## src/byte_port_regs.vh

```
`ifndef BYTE_PORT_REGS_VH
`define BYTE_PORT_REGS_VH

// Register indexes as printed; the byte address is four times the index.
`define IDX_EIGHT_BIT_PORT_PINS   8'h08
`define IDX_THREE_PIN_PORT_PINS   8'h09
`define IDX_PERIPHERAL_IRQ_FLAGS  8'h0C
`define IDX_EIGHT_BIT_PORT_DIR    8'h88
`define IDX_SMALL_PORT_DIR_STAT   8'h89
`define IDX_PERIPHERAL_IRQ_ENA    8'h8C
`define IDX_ANALOG_PIN_SELECT     8'h9F

// Field positions of the small-port direction and host status register, and of the host port interrupt bit.
`define BIT_INPUT_BUFFER_FULL     7
`define BIT_OUTPUT_BUFFER_FULL    6
`define BIT_INPUT_OVERFLOW        5
`define BIT_HOST_PORT_SELECT      4
`define BIT_HOST_PORT_IRQ         7

// Positions of the host control inputs on the three-pin port.
`define PIN_HOST_READ             0
`define PIN_HOST_WRITE            1
`define PIN_HOST_SELECT           2

// Reset values.
`define RST_EIGHT_BIT_PORT_DIR    8'hFF
`define RST_SMALL_PORT_DIR        3'h7
`define RST_IRQ_FLAGS             1'h0
`define RST_IRQ_ENA               1'h0
`define RST_ANALOG_PIN_SELECT     3'h0

// Bus response codes.
`define RESP_OKAY                 2'h0
`define RESP_SLVERR               2'h2

`endif

```

## src/byte_port_top.v

```verilog
// Behaviour
// [RULE1] Eight port pins each have their own direction bit.
// [RULE2] Setting the host port select bit turns the eight-bit port into a byte-wide slave port for a host.
// [RULE3] In byte-port mode pin n of the eight-bit port carries bit n of the host data byte.
// [RULE4] Three small-port pins each have their own direction bit.
// [RULE5] In byte-port mode the three small pins act as host read strobe, write strobe and chip select.
// [RULE6] Software must make the three control pins digital inputs before using byte-port mode.
// [RULE7] A small-port pin selected as analog reads back as zero.
// [RULE8] Small-port direction bits drive the pin enables even when the pin is analog.
// [RULE9] After reset the small-port pins are analog and read as zero.
// [RULE10] The small-port direction register holds buffer full, overflow, select and three direction bits.
// [RULE11] The eight-bit direction register resets to all ones.
// [RULE12] The host port interrupt flag and enable sit at bit 7 of the shared flag and enable registers.
// [RULE13] A direction bit of one makes the pin an input and zero drives the output latch.
// [RULE14] Buffer full and overflow bits follow host strobes, software writes to full bits are ignored.
//
// The AXI4-Lite interface to the registers was decided locally.
`timescale 1ns/100ps
`include "byte_port_regs.vh"

module byte_port_top (
    input  wire        sys_clk,       // Core clock, 20 MHz.
    input  wire        rst,           // Asynchronous reset, active high.
    input  wire [31:0] s_axi_awaddr,  // Write address.
    input  wire        s_axi_awvalid, // Write address valid.
    output reg         s_axi_awready, // Write address ready.
    input  wire [31:0] s_axi_wdata,   // Write data.
    input  wire [3:0]  s_axi_wstrb,   // Write byte enables.
    input  wire        s_axi_wvalid,  // Write data valid.
    output reg         s_axi_wready,  // Write data ready.
    output reg  [1:0]  s_axi_bresp,   // Write response.
    output reg         s_axi_bvalid,  // Write response valid.
    input  wire        s_axi_bready,  // Write response ready.
    input  wire [31:0] s_axi_araddr,  // Read address.
    input  wire        s_axi_arvalid, // Read address valid.
    output reg         s_axi_arready, // Read address ready.
    output reg  [31:0] s_axi_rdata,   // Read data.
    output reg  [1:0]  s_axi_rresp,   // Read response.
    output reg         s_axi_rvalid,  // Read data valid.
    input  wire        s_axi_rready,  // Read data ready.
    input  wire [7:0]  port8_in,      // Eight-bit port pin levels.
    output reg  [7:0]  port8_out,     // Eight-bit port drive values.
    output reg  [7:0]  port8_oe,      // Eight-bit port output enables.
    input  wire [2:0]  port3_in,      // Three-pin port pin levels.
    output reg  [2:0]  port3_out,     // Three-pin port drive values.
    output reg  [2:0]  port3_oe,      // Three-pin port output enables.
    output reg         irq            // Level interrupt, high while enabled flag set.
);

    // Returns the mask of small-port pins that are analog for a select code.
    function [2:0] analog_mask;
        input [2:0] cfg;
        begin
            analog_mask = (cfg < 3'h2) ? 3'h7 : 3'h0;
        end
    endfunction

    // Returns the register index addressed by a byte address, or ones if unaligned or out of range.
    function [7:0] reg_index;
        input [31:0] addr;
        begin
            if (addr[1:0] != 2'h0 || addr[31:10] != 22'h0) begin
                reg_index = 8'hFF;
            end else begin
                reg_index = addr[9:2];
            end
        end
    endfunction

    // Port latches, directions, host status and interrupt state.
    reg  [7:0] port8_latch_ff;
    reg  [2:0] port3_latch_ff;
    reg  [7:0] port8_dir_ff;
    reg  [2:0] port3_dir_ff;
    reg        host_select_ff;
    reg        in_full_ff;
    reg        out_full_ff;
    reg        overflow_ff;
    reg  [7:0] in_buf_ff;
    reg        irq_flag_ff;
    reg        irq_ena_ff;
    reg  [2:0] analog_sel_ff;

    // Write address and data are each held until both have arrived.
    reg        aw_held_ff;
    reg        w_held_ff;
    reg  [7:0] aw_idx_ff;
    reg  [7:0] wdata_ff;
    reg        wstrb0_ff;

    // Decoded configuration, host strobe events and bus handshakes.
    wire [2:0] analog_now;
    wire       host_mode;
    wire       host_read_active;
    wire       host_write_done;
    wire       host_read_done;
    wire       wr_fire;
    wire       wr_hit;
    wire       rd_fire;
    wire [7:0] ar_idx;

    // Read mux outputs, settled before the read address is taken.
    reg  [7:0] rd_val;
    reg        rd_ok;

    assign analog_now = analog_mask(analog_sel_ff);
    assign host_mode  = host_select_ff; // [RULE2]

    // Control pins only count as strobes when they read as digital.
    // An analog pin is seen as released, since a zero there would look like an active strobe.
    host_strobe_decode u_strobe (
        .sys_clk     (sys_clk),
        .rst         (rst),
        .enable      (host_mode),
        .ctrl_pins   (port3_in | analog_now), // [RULE5] [RULE6]
        .read_active (host_read_active),
        .write_done  (host_write_done),
        .read_done   (host_read_done)
    );

    // A write goes ahead once address and data have both arrived.
    assign wr_fire = aw_held_ff & w_held_ff & ~s_axi_bvalid;
    assign wr_hit  = wr_fire & wstrb0_ff;
    assign rd_fire = s_axi_arvalid & s_axi_arready;
    assign ar_idx  = reg_index(s_axi_araddr);

    // Write address and write data channels are taken independently.
    always @(posedge sys_clk or posedge rst) begin
        if (rst) begin
            aw_held_ff    <= 1'b0;
            w_held_ff     <= 1'b0;
            aw_idx_ff     <= 8'h00;
            wdata_ff      <= 8'h00;
            wstrb0_ff     <= 1'b0;
            s_axi_awready <= 1'b0;
            s_axi_wready  <= 1'b0;
        end else begin
            s_axi_awready <= ~aw_held_ff & ~(s_axi_awvalid & s_axi_awready);
            s_axi_wready  <= ~w_held_ff & ~(s_axi_wvalid & s_axi_wready);
            if (s_axi_awvalid && s_axi_awready) begin
                aw_held_ff <= 1'b1;
                aw_idx_ff  <= reg_index(s_axi_awaddr);
            end else if (wr_fire) begin
                aw_held_ff <= 1'b0;
            end
            if (s_axi_wvalid && s_axi_wready) begin
                w_held_ff <= 1'b1;
                wdata_ff  <= s_axi_wdata[7:0];
                wstrb0_ff <= s_axi_wstrb[0];
            end else if (wr_fire) begin
                w_held_ff <= 1'b0;
            end
        end
    end

    // Write response, error for an unmapped index.
    always @(posedge sys_clk or posedge rst) begin
        if (rst) begin
            s_axi_bvalid <= 1'b0;
            s_axi_bresp  <= `RESP_OKAY;
        end else if (wr_fire) begin
            s_axi_bvalid <= 1'b1;
            case (aw_idx_ff)
                `IDX_EIGHT_BIT_PORT_PINS, `IDX_THREE_PIN_PORT_PINS, `IDX_PERIPHERAL_IRQ_FLAGS,
                `IDX_EIGHT_BIT_PORT_DIR, `IDX_SMALL_PORT_DIR_STAT, `IDX_PERIPHERAL_IRQ_ENA,
                `IDX_ANALOG_PIN_SELECT: s_axi_bresp <= `RESP_OKAY;
                default: s_axi_bresp <= `RESP_SLVERR;
            endcase
        end else if (s_axi_bready) begin
            s_axi_bvalid <= 1'b0;
        end
    end

    // Software-written configuration and latches.
    always @(posedge sys_clk or posedge rst) begin
        if (rst) begin
            port8_latch_ff <= 8'h00;
            port3_latch_ff <= 3'h0;
            port8_dir_ff   <= `RST_EIGHT_BIT_PORT_DIR; // [RULE11]
            port3_dir_ff   <= `RST_SMALL_PORT_DIR;     // [RULE10]
            host_select_ff <= 1'b0;
            irq_ena_ff     <= `RST_IRQ_ENA;
            analog_sel_ff  <= `RST_ANALOG_PIN_SELECT;  // [RULE9]
        end else if (wr_hit) begin
            case (aw_idx_ff)
                `IDX_EIGHT_BIT_PORT_PINS: port8_latch_ff <= wdata_ff;
                `IDX_THREE_PIN_PORT_PINS: port3_latch_ff <= wdata_ff[2:0];
                `IDX_EIGHT_BIT_PORT_DIR:  port8_dir_ff <= wdata_ff; // [RULE1]
                `IDX_SMALL_PORT_DIR_STAT: begin
                    port3_dir_ff   <= wdata_ff[2:0]; // [RULE4]
                    host_select_ff <= wdata_ff[`BIT_HOST_PORT_SELECT];
                end
                `IDX_PERIPHERAL_IRQ_ENA:  irq_ena_ff <= wdata_ff[`BIT_HOST_PORT_IRQ]; // [RULE12]
                `IDX_ANALOG_PIN_SELECT:   analog_sel_ff <= wdata_ff[2:0];
                default: port8_latch_ff <= port8_latch_ff;
            endcase
        end
    end

    // Buffer status: sets win over clears in the same cycle.
    always @(posedge sys_clk or posedge rst) begin
        if (rst) begin
            in_full_ff  <= 1'b0;
            out_full_ff <= 1'b0;
            overflow_ff <= 1'b0;
            in_buf_ff   <= 8'h00;
        end else begin
            // A finished host write loads the byte; a software read empties the buffer.
            if (host_write_done) begin
                in_buf_ff  <= port8_in; // [RULE3]
                in_full_ff <= 1'b1;     // [RULE14]
            end else if (rd_fire && ar_idx == `IDX_EIGHT_BIT_PORT_PINS && host_mode) begin
                in_full_ff <= 1'b0;
            end
            // A host write onto a full buffer marks the overrun.
            if (host_write_done && in_full_ff) begin
                overflow_ff <= 1'b1; // [RULE14]
            end else if (wr_hit && aw_idx_ff == `IDX_SMALL_PORT_DIR_STAT) begin
                overflow_ff <= wdata_ff[`BIT_INPUT_OVERFLOW];
            end
            // A software write offers a byte; the end of a host read takes it.
            if (wr_hit && aw_idx_ff == `IDX_EIGHT_BIT_PORT_PINS && host_mode) begin
                out_full_ff <= 1'b1;
            end else if (host_read_done) begin
                out_full_ff <= 1'b0; // [RULE14]
            end
        end
    end

    // Sticky interrupt flag, cleared by writing one; a new event beats the clear.
    always @(posedge sys_clk or posedge rst) begin
        if (rst) begin
            irq_flag_ff <= `RST_IRQ_FLAGS;
            irq         <= 1'b0;
        end else begin
            if (host_write_done || host_read_done) begin
                irq_flag_ff <= 1'b1; // [RULE12]
            end else if (wr_hit && aw_idx_ff == `IDX_PERIPHERAL_IRQ_FLAGS
                         && wdata_ff[`BIT_HOST_PORT_IRQ]) begin
                irq_flag_ff <= 1'b0;
            end
            // Registered so the interrupt pin comes straight from a flip-flop.
            irq <= irq_flag_ff & irq_ena_ff;
        end
    end

    // Read data mux for the register map.
    always @* begin
        rd_val = 8'h00;
        rd_ok  = 1'b1;
        case (ar_idx)
            `IDX_EIGHT_BIT_PORT_PINS:  rd_val = host_mode ? in_buf_ff : port8_in; // [RULE3]
            `IDX_THREE_PIN_PORT_PINS:  rd_val = {5'h00, port3_in & ~analog_now}; // [RULE7] [RULE9]
            `IDX_PERIPHERAL_IRQ_FLAGS: rd_val = {irq_flag_ff, 7'h00};
            `IDX_EIGHT_BIT_PORT_DIR:   rd_val = port8_dir_ff;
            `IDX_SMALL_PORT_DIR_STAT:  rd_val = {in_full_ff, out_full_ff, overflow_ff,
                                                 host_select_ff, 1'b0, port3_dir_ff}; // [RULE10]
            `IDX_PERIPHERAL_IRQ_ENA:   rd_val = {irq_ena_ff, 7'h00};
            `IDX_ANALOG_PIN_SELECT:    rd_val = {5'h00, analog_sel_ff};
            default:                   rd_ok  = 1'b0;
        endcase
    end

    // Read channel answers one cycle after the address is taken.
    always @(posedge sys_clk or posedge rst) begin
        if (rst) begin
            s_axi_arready <= 1'b0;
            s_axi_rvalid  <= 1'b0;
            s_axi_rdata   <= 32'h00000000;
            s_axi_rresp   <= `RESP_OKAY;
        end else begin
            // A new address is refused while an answer still stands.
            s_axi_arready <= ~s_axi_rvalid & ~rd_fire;
            if (rd_fire) begin
                s_axi_rvalid <= 1'b1;
                s_axi_rdata  <= {24'h000000, rd_val};
                s_axi_rresp  <= rd_ok ? `RESP_OKAY : `RESP_SLVERR;
            end else if (s_axi_rready) begin
                s_axi_rvalid <= 1'b0;
            end
        end
    end

    // Pin drivers: direction one means input, zero drives the latch; in byte-port mode the eight-bit port drives only during a host read.
    always @(posedge sys_clk or posedge rst) begin
        if (rst) begin
            port8_out <= 8'h00;
            port8_oe  <= 8'h00;
            port3_out <= 3'h0;
            port3_oe  <= 3'h0;
        end else begin
            port8_out <= port8_latch_ff;                          // [RULE3]
            port8_oe  <= host_mode ? {8{host_read_active}}
                                   : ~port8_dir_ff;               // [RULE13] [RULE2]
            port3_out <= port3_latch_ff;
            port3_oe  <= ~port3_dir_ff;                           // [RULE8] [RULE13]
        end
    end

endmodule

```

## src/host_strobe_decode.v

```verilog
`timescale 1ns/100ps
`include "byte_port_regs.vh"

module host_strobe_decode (
    input  wire       sys_clk,     // Core clock.
    input  wire       rst,         // Asynchronous reset, active high.
    input  wire       enable,      // Byte-port mode, from the host port select bit alone.
    input  wire [2:0] ctrl_pins,   // Three-pin port input levels.
    output reg        read_active, // Host is reading the byte port.
    output reg        write_done,  // One-cycle pulse at the end of a host write.
    output reg        read_done    // One-cycle pulse at the end of a host read.
);

    reg  prev_wr_ff;
    reg  prev_rd_ff;
    wire sel_now;
    wire wr_now;
    wire rd_now;

    // Strobes and select are active low on the pins.
    assign sel_now = enable & ~ctrl_pins[`PIN_HOST_SELECT];
    assign wr_now  = sel_now & ~ctrl_pins[`PIN_HOST_WRITE];
    assign rd_now  = sel_now & ~ctrl_pins[`PIN_HOST_READ];

    // Remember last strobe state and detect strobe ends.
    always @(posedge sys_clk or posedge rst) begin
        if (rst) begin
            prev_wr_ff  <= 1'b0;
            prev_rd_ff  <= 1'b0;
            read_active <= 1'b0;
            write_done  <= 1'b0;
            read_done   <= 1'b0;
        end else begin
            prev_wr_ff  <= wr_now;
            prev_rd_ff  <= rd_now;
            read_active <= rd_now;
            write_done  <= prev_wr_ff & ~wr_now;
            read_done   <= prev_rd_ff & ~rd_now;
        end
    end

endmodule

```

## config.mk

```make
export PLATFORM = sky130hd
export DESIGN_NAME = byte_port_top
export DESIGN_NICKNAME = d
export VERILOG_FILES = /design/src/byte_port_top.v /design/src/host_strobe_decode.v
export VERILOG_INCLUDE_DIRS = /design/src
export SDC_FILE = /design/constraint.sdc
export NUM_CORES = 1
export LEC_CHECK = 0
export ABC_CLOCK_PERIOD_IN_PS = 2600
export BUFFER_PORTS_ARGS = -buffer_cell sky130_fd_sc_hd__buf_2
export CAP_MARGIN = 20
export CORE_AREA = 2 2 107 109
export CTS_BUF_LIST = sky130_fd_sc_hd__clkbuf_4 sky130_fd_sc_hd__clkbuf_8
export DETAILED_ROUTE_END_ITERATION = 7
export DIE_AREA = 0 0 109 111
export GPL_ROUTABILITY_DRIVEN = 0
export GPL_TIMING_DRIVEN = 0
export PLACE_DENSITY = 0.81
export SLEW_MARGIN = 20
export SYNTH_ARGS = -nofsm -noshare
export SYNTH_HDL_FRONTEND = slang
export SYNTH_SLANG_ARGS = --single-unit
```

## constraint.sdc

```tcl
create_clock -name sys_clk -period 2.6 [get_ports sys_clk]
set_clock_uncertainty 0.15 [all_clocks]
set_input_delay 0.13 -clock sys_clk [delete_from_list [all_inputs] [get_ports sys_clk]]
set_output_delay 0.13 -clock sys_clk [all_outputs]
set_load 0.03 [all_outputs]
```

After elaboration in Yosys (flattened, before gate mapping)
Index checks and enable logic that the tools add are counted.
W data, S select, Z words.
{"block": "totals", "register_bits": 102, "latchBits": 0, "ramBits": 0, "mem_bits_ro": 0, "output_inout_bits": 64, "elab_cells": 138, "n_memories": 0}
{"block": "classes", "n_addsub": 0, "mul": 0, "n_div": 0, "magnitude_cmp": 1, "eq_ne": 14, "n_shift": 0, "mux": 24, "bitwise": 32, "reduce_logical": 33}
{"cell": "$eq A8 B8 Y1 const B", "n": 8}
{"cell": "$pmux W8 S7", "n": 1}
{"cell": "$eq A8 B4 Y1 const B", "n": 6}
{"cell": "$reduce_bool A22 Y1", "n": 2}
{"cell": "$mux W8", "n": 4}
{"cell": "$reduce_bool A2 Y1", "n": 10}
{"cell": "$mux W1", "n": 16}
{"cell": "$and A1 B1 Y1", "n": 15}
{"cell": "$reduce_or A7 Y1", "n": 2}
{"cell": "$not A1 Y1", "n": 12}
{"cell": "$reduce_and A2 Y1", "n": 6}
{"cell": "$logic_and A1 B1 Y1", "n": 10}
{"cell": "$not A8 Y8", "n": 1}
{"cell": "$not A3 Y3", "n": 2}
{"cell": "$mux W2", "n": 2}
{"cell": "$and A3 B3 Y3", "n": 1}
{"cell": "$logic_or A1 B1 Y1", "n": 3}
{"cell": "$lt A3 B2 Y1 const B", "n": 1}
{"cell": "$mux W3", "n": 1}
{"cell": "$or A3 B3 Y3", "n": 1}

Longest topological paths before layout
{"block": "logic_depth", "ltp_word": 8, "mapped_depth": 6, "ltp_nobuf": 5}

Hierarchy
A second synthesis with hierarchy kept.
{"block": "unflattened", "cells_unflattened": 343, "area_unflattened_um2": 4292.9}
{"module": "byte_port_top", "instances": 1, "cells_each": 334, "area_each_um2": 4151.5}
{"module": "host_strobe_decode", "instances": 1, "cells_each": 9, "area_each_um2": 141.4}

Worst setup path before layout
Ideal clock, no wire load.
{"block": "synth_timing", "path_kind": "reg2reg", "start": "register s_axi_bvalid", "end": "register port8_latch_ff[0]", "setup_ns": 0.125, "arrival_time_ns": 1.719, "required_ns": 2.325, "path_slack_ns": 0.606, "stages_incl_launch_ff": 6, "path_cell_list": "dfrtp_1 -> nand4b_1 -> nor4_1 -> nor2b_1 -> buf_2 -> mux2_2"}
{"block": "synth_between", "elab_chain_len": 4}
{"element": "from (decl)", "line": "byte_port_top.v:32", "source": "output reg s_axi_bvalid,"}
{"element": "from (signal assigned)", "line": "byte_port_top.v:159", "source": "s_axi_bvalid <= 1'b0;"}
{"element": "from (signal assigned)", "line": "byte_port_top.v:162", "source": "s_axi_bvalid <= 1'b1;"}
{"element": "from (signal assigned)", "line": "byte_port_top.v:170", "source": "s_axi_bvalid <= 1'b0;"}
{"element": "$not A1 Y1", "line": "byte_port_top.v:122", "source": "assign wr_fire = aw_held_ff & w_held_ff & ~s_axi_bvalid;"}
{"element": "$and A1 B1 Y1", "line": "byte_port_top.v:122"}
{"element": "$and A1 B1 Y1", "line": "byte_port_top.v:123", "source": "assign wr_hit = wr_fire & wstrb0_ff;"}
{"element": "$reduce_and A2 Y1 (no source line)"}
{"element": "to (signal assigned)", "line": "byte_port_top.v:186", "source": "`IDX_EIGHT_BIT_PORT_PINS: port8_latch_ff <= wdata_ff;"}
{"element": "to (signal assigned)", "line": "byte_port_top.v:195", "source": "default: port8_latch_ff <= port8_latch_ff;"}
{"element": "to (decl)", "line": "byte_port_top.v:71", "source": "reg [7:0] port8_latch_ff;"}
No other way between the ends.
A chain may end at the register's enable or synchronous reset.

Final worst setup path
{"block": "layout_timing", "start": "register s_axi_bvalid", "end": "register port8_dir_ff[4]"}
{"block": "layout_between", "elab_chain_len": 4}
{"element": "$not A1 Y1", "line": "byte_port_top.v:122"}
{"element": "$and A1 B1 Y1", "line": "byte_port_top.v:122"}
{"element": "$and A1 B1 Y1", "line": "byte_port_top.v:123"}
{"element": "$reduce_and A2 Y1 (no source line)"}
{"element": "to (signal assigned)", "line": "byte_port_top.v:179", "source": "port8_dir_ff <= `RST_EIGHT_BIT_PORT_DIR;"}
{"element": "to (signal assigned)", "line": "byte_port_top.v:188", "source": "`IDX_EIGHT_BIT_PORT_DIR: port8_dir_ff <= wdata_ff;"}
{"element": "to (decl)", "line": "byte_port_top.v:73", "source": "reg [7:0] port8_dir_ff;"}
No other way between the ends.

==> summary.md <==
| Metric | Value |
|---|---|
| Final period utilization | `84.2%` |
| Ant diodes | `0` |
| Slew headroom | `54.7%` |
| Period minus WS final | `2.19 ns` |
| Port Buffers | `128` |
| Synth Area in Adders | `0%` |
| Worst EP required | `2.74 ns` |
| CP arrival | `2.33 ns` |
| Largest net degree at the start of global routing | `36` |
| Hold Path Class | `primary input to register` |
| Clock insertion delay at the later pin of the skew report | `0.35 ns` |
| Post-Synth XOR/XNOR Area | `0%` |
| Fillers | `966` |
| Yosys cell types | `46` |
| PwrDens | `597 mW/mm2` |
| Worst r2r path cells | `4` |
| Sequential share of the synthesized area | `58.3%` |
| Root Driver | `clkbuf_8` |
| Final setup vio count | `0` |
| DRT Pass-1 Iters | `4` |
| Slack of the critical path | `0.410 ns` |
| Wire per inst | `14.6 um` |
| Final WL | `10200 um` |
| CTS tree | `built` |
| Area growth syn-to-layout | `36.3%` |
| Min-Delay Path Depth | `6` |
| RSZ-0062 raised after global routing | `no` |
| Worst-Margin Slew | `0.677 ns` |
| Share of flip-flops with an asynchronous set or reset | `100%` |
| Die height | `111 um` |
| Floorplan core area | `0.0111 mm2` |
| Global-route wire length before repair | `16600 um` |
| CP startpoint kind | `register` |
| Slew Viols, Final | `0` |
| Grt ovf | `0` |
| Cell accounting for the most synthesized area | `dfrtp_1` |
| CTS Buf Count | `9` |
| Synth Area in Compound Gates | `9.13%` |
| Htree depth | `3` |
| Crit path capture type | `register` |
| Initial antenna violation count | `0` |
| Clock Sinks | `100` |
| Final hold violation count | `0` |
| Simple-gate portion of the synthesized area | `11.2%` |
| ANT nets after route | `0` |
| Final setup TNS | `0 ns` |
| Max Buffers Root-to-Sink | `2` |
| Yosys warnings | `0` |
| Rows | `39` |
| Vias in the first global route | `3409` |
| Post-synthesis cell count | `348` |
| Place WS | `0.436 ns` |
| Drt initial violations | `115` |
| DR vias/cell | `4.81` |
| VDD IR max | `0.000499 V` |
| Initial Utilization | `39.0%` |
| Register bit total from synthesis | `100` |
| Syn_area_per_cell | `12.4 um2` |
| Post-synth EDFFs | `0` |
| Clk pin slew, worst setup/hold paths | `0.11 ns` |
| Worst setup path category | `register to register` |
| Main combinational cell family by area after synthesis | `multiplexers` |
| P_leak | `2.86 nW` |
| Status | `complete, no violations` |
| Total track usage | `17.7%` |
| Die width | `109 um` |
| Max Cap Viol | `0` |
| Worst Path Max Fanout | `8` |
| Area contributors post-synth | `dfrtp_1, mux2_2, dfstp_2` |
| Nets@finish | `669` |
| Via count | `3359` |
| Fmax | `457 MHz` |
| Ports | `182` |
| Synth top area share | `51.6%` |
| Hpwl dp | `7910 um` |
| Synth Flop Type | `dfrtp_1` |
| Die area | `0.0121 mm2` |
| Mux cell area share after synthesis | `14.3%` |
| Mapped cell area | `0.00432 mm2` |
| Drc violations | `0` |
| Layout cell share with drive strength beyond 1 | `43.5%` |
==> worst max-delay path, stage by stage (launching register included) <==
cell and delay [ns]:
dfrtp_1 0.42, nand4b_1 0.29, nor2_1 0.25, nor4b_4 0.61, mux2_2 0.41
==> stage by stage <==
step | instance area [um2] | cells | total power [mW] | util (%) | hold slack, ns
after global placement | 5240 | 644 | 2.44 | 47.3 | 0.160
after floorplan | 4420 | 373 | 2.22 | - | 0.0581
after detailed placement | 5310 | 647 | 2.48 | 47.9 | 0.110
final | 5890 | 699 | 3.51 | 53.1 | 0.0372
after global routing | 5890 | 699 | 3.71 | 53.1 | 0.0782
after CTS | 5890 | 699 | 3.56 | 53.1 | 0.0130
==> path summary, 6_finish.rpt <==
path	startpoint	endpoint	slack [ns]
setup / recovery	s_axi_bvalid$_DFFE_PP0P_	port8_dir_ff[4]$_DFFE_PP1P_	0.41
hold / removal	s_axi_araddr[14]	s_axi_rdata[7]$_DFFE_PP0P_	0.04
setup reg to reg	s_axi_bvalid$_DFFE_PP0P_	port8_dir_ff[4]$_DFFE_PP1P_	0.41
hold reg to reg	port8_latch_ff[4]$_DFFE_PP0P_	port8_out[4]$_DFF_PP0_	0.22
max in group asynchronous	rst	port8_dir_ff[3]$_DFFE_PP1P_	1.38
min in group asynchronous	rst	s_axi_rdata[0]$_DFFE_PP0P_	0.27
==> report_power, final <==
part / internal [mW] / total (mW) / switching, mW
sequential: 1.69 / 1.84 / 0.155
clock: 0.470 / 1.03 / 0.562
combinational: 0.285 / 0.641 / 0.356
==> cells in the mapped netlist (2+ instances only) <==
cell type and count:
o211ai_1 4, a2bb2oi_1 2, dfrtp_1 89, nor4_1 14, nor2b_1 4, mux2i_1 9
and2_1 3, a21oi_1 7, mux2_2 47, nand4_1 4, or3b_4 2, nand3_1 4
nor3_1 3, nor2_1 14, dfstp_2 11, a32oi_1 4, buf_4 26, o21ai_0 21
nand2b_1 4, o22a_1 8, clkbuf_1 5, buf_6 2, o31ai_1 3, nand2_1 25
inv_1 12
==> layer usage <==
layer	wire length, um	track usage (%)	vias to the layer above
met5	0	0	-
met4	58	2.99	0
met3	616	4.35	5
met2	5290	32.2	115
met1	4250	21.1	1630
li1	-	-	1609
==> logic make-up (layout without fill, tap and decap cells) <==
logic type / Yosys count / count (layout)
AO/OA/AOI/OAI: 57 / 57
flip-flops: 100 / 100
AND/OR/NAND/NOR: 86 / 86
other: 1 / 26
buffers and inverters: 48 / 231
multiplexers: 56 / 56
==> state kept, by name (all words and copies together), names as in the netlist, 3 cells and up <==
name and flops:
s_axi_rdata 8, aw_idx_ff 8, port3_latch_ff 3, port3_out 3, analog_sel_ff 3, port3_oe 3
port8_out 8, wdata_ff 8, port8_oe 8, port8_latch_ff 8, in_buf_ff 8, port8_dir_ff 8
port3_dir_ff 3
==> cell usage in the layout (no fill, tap or decap), types with 5 or more instances in the layout <==
cell	n
buf_2	129
o22a_1	8
a21oi_1	7
buf_4	26
nor2_1	14
dfstp_2	11
conb_1	26
mux2i_1	9
mux2_2	47
inv_1	11
nand2_1	25
dlygate4sd3_1	36
clkbuf_8	9
dfrtp_1	89
nor4_1	14
o21ai_0	21
clkbuf_1	5
==> repair_timing <==
| action | in CTS | in global routing |
|---|---|---|
| resized for setup | 0 | 0 |
| hold endpoints to repair | 57 | 0 |
| hold buffers | 36 | 0 |
| setup buffers | 0 | 0 |
| endpoints found under the setup margin | 0 | 0 |
==> final cells by class <==
class | count | area [um2] | share of cell area, %
Timing Repair Buffer | 167 | 1080 | 18.3
Clock buffer | 9 | 124 | 2.10
Multi-Input combinational cell | 225 | 1600 | 27.1
Inverter | 12 | 48.8 | 0.829
Sequential cell | 100 | 2520 | 42.7
Buffer | 36 | 254 | 4.31
Tap cell | 143 | 179 | 3.04
Clock inverter | 7 | 92.6 | 1.57
(Power assumes the default switching activity.)
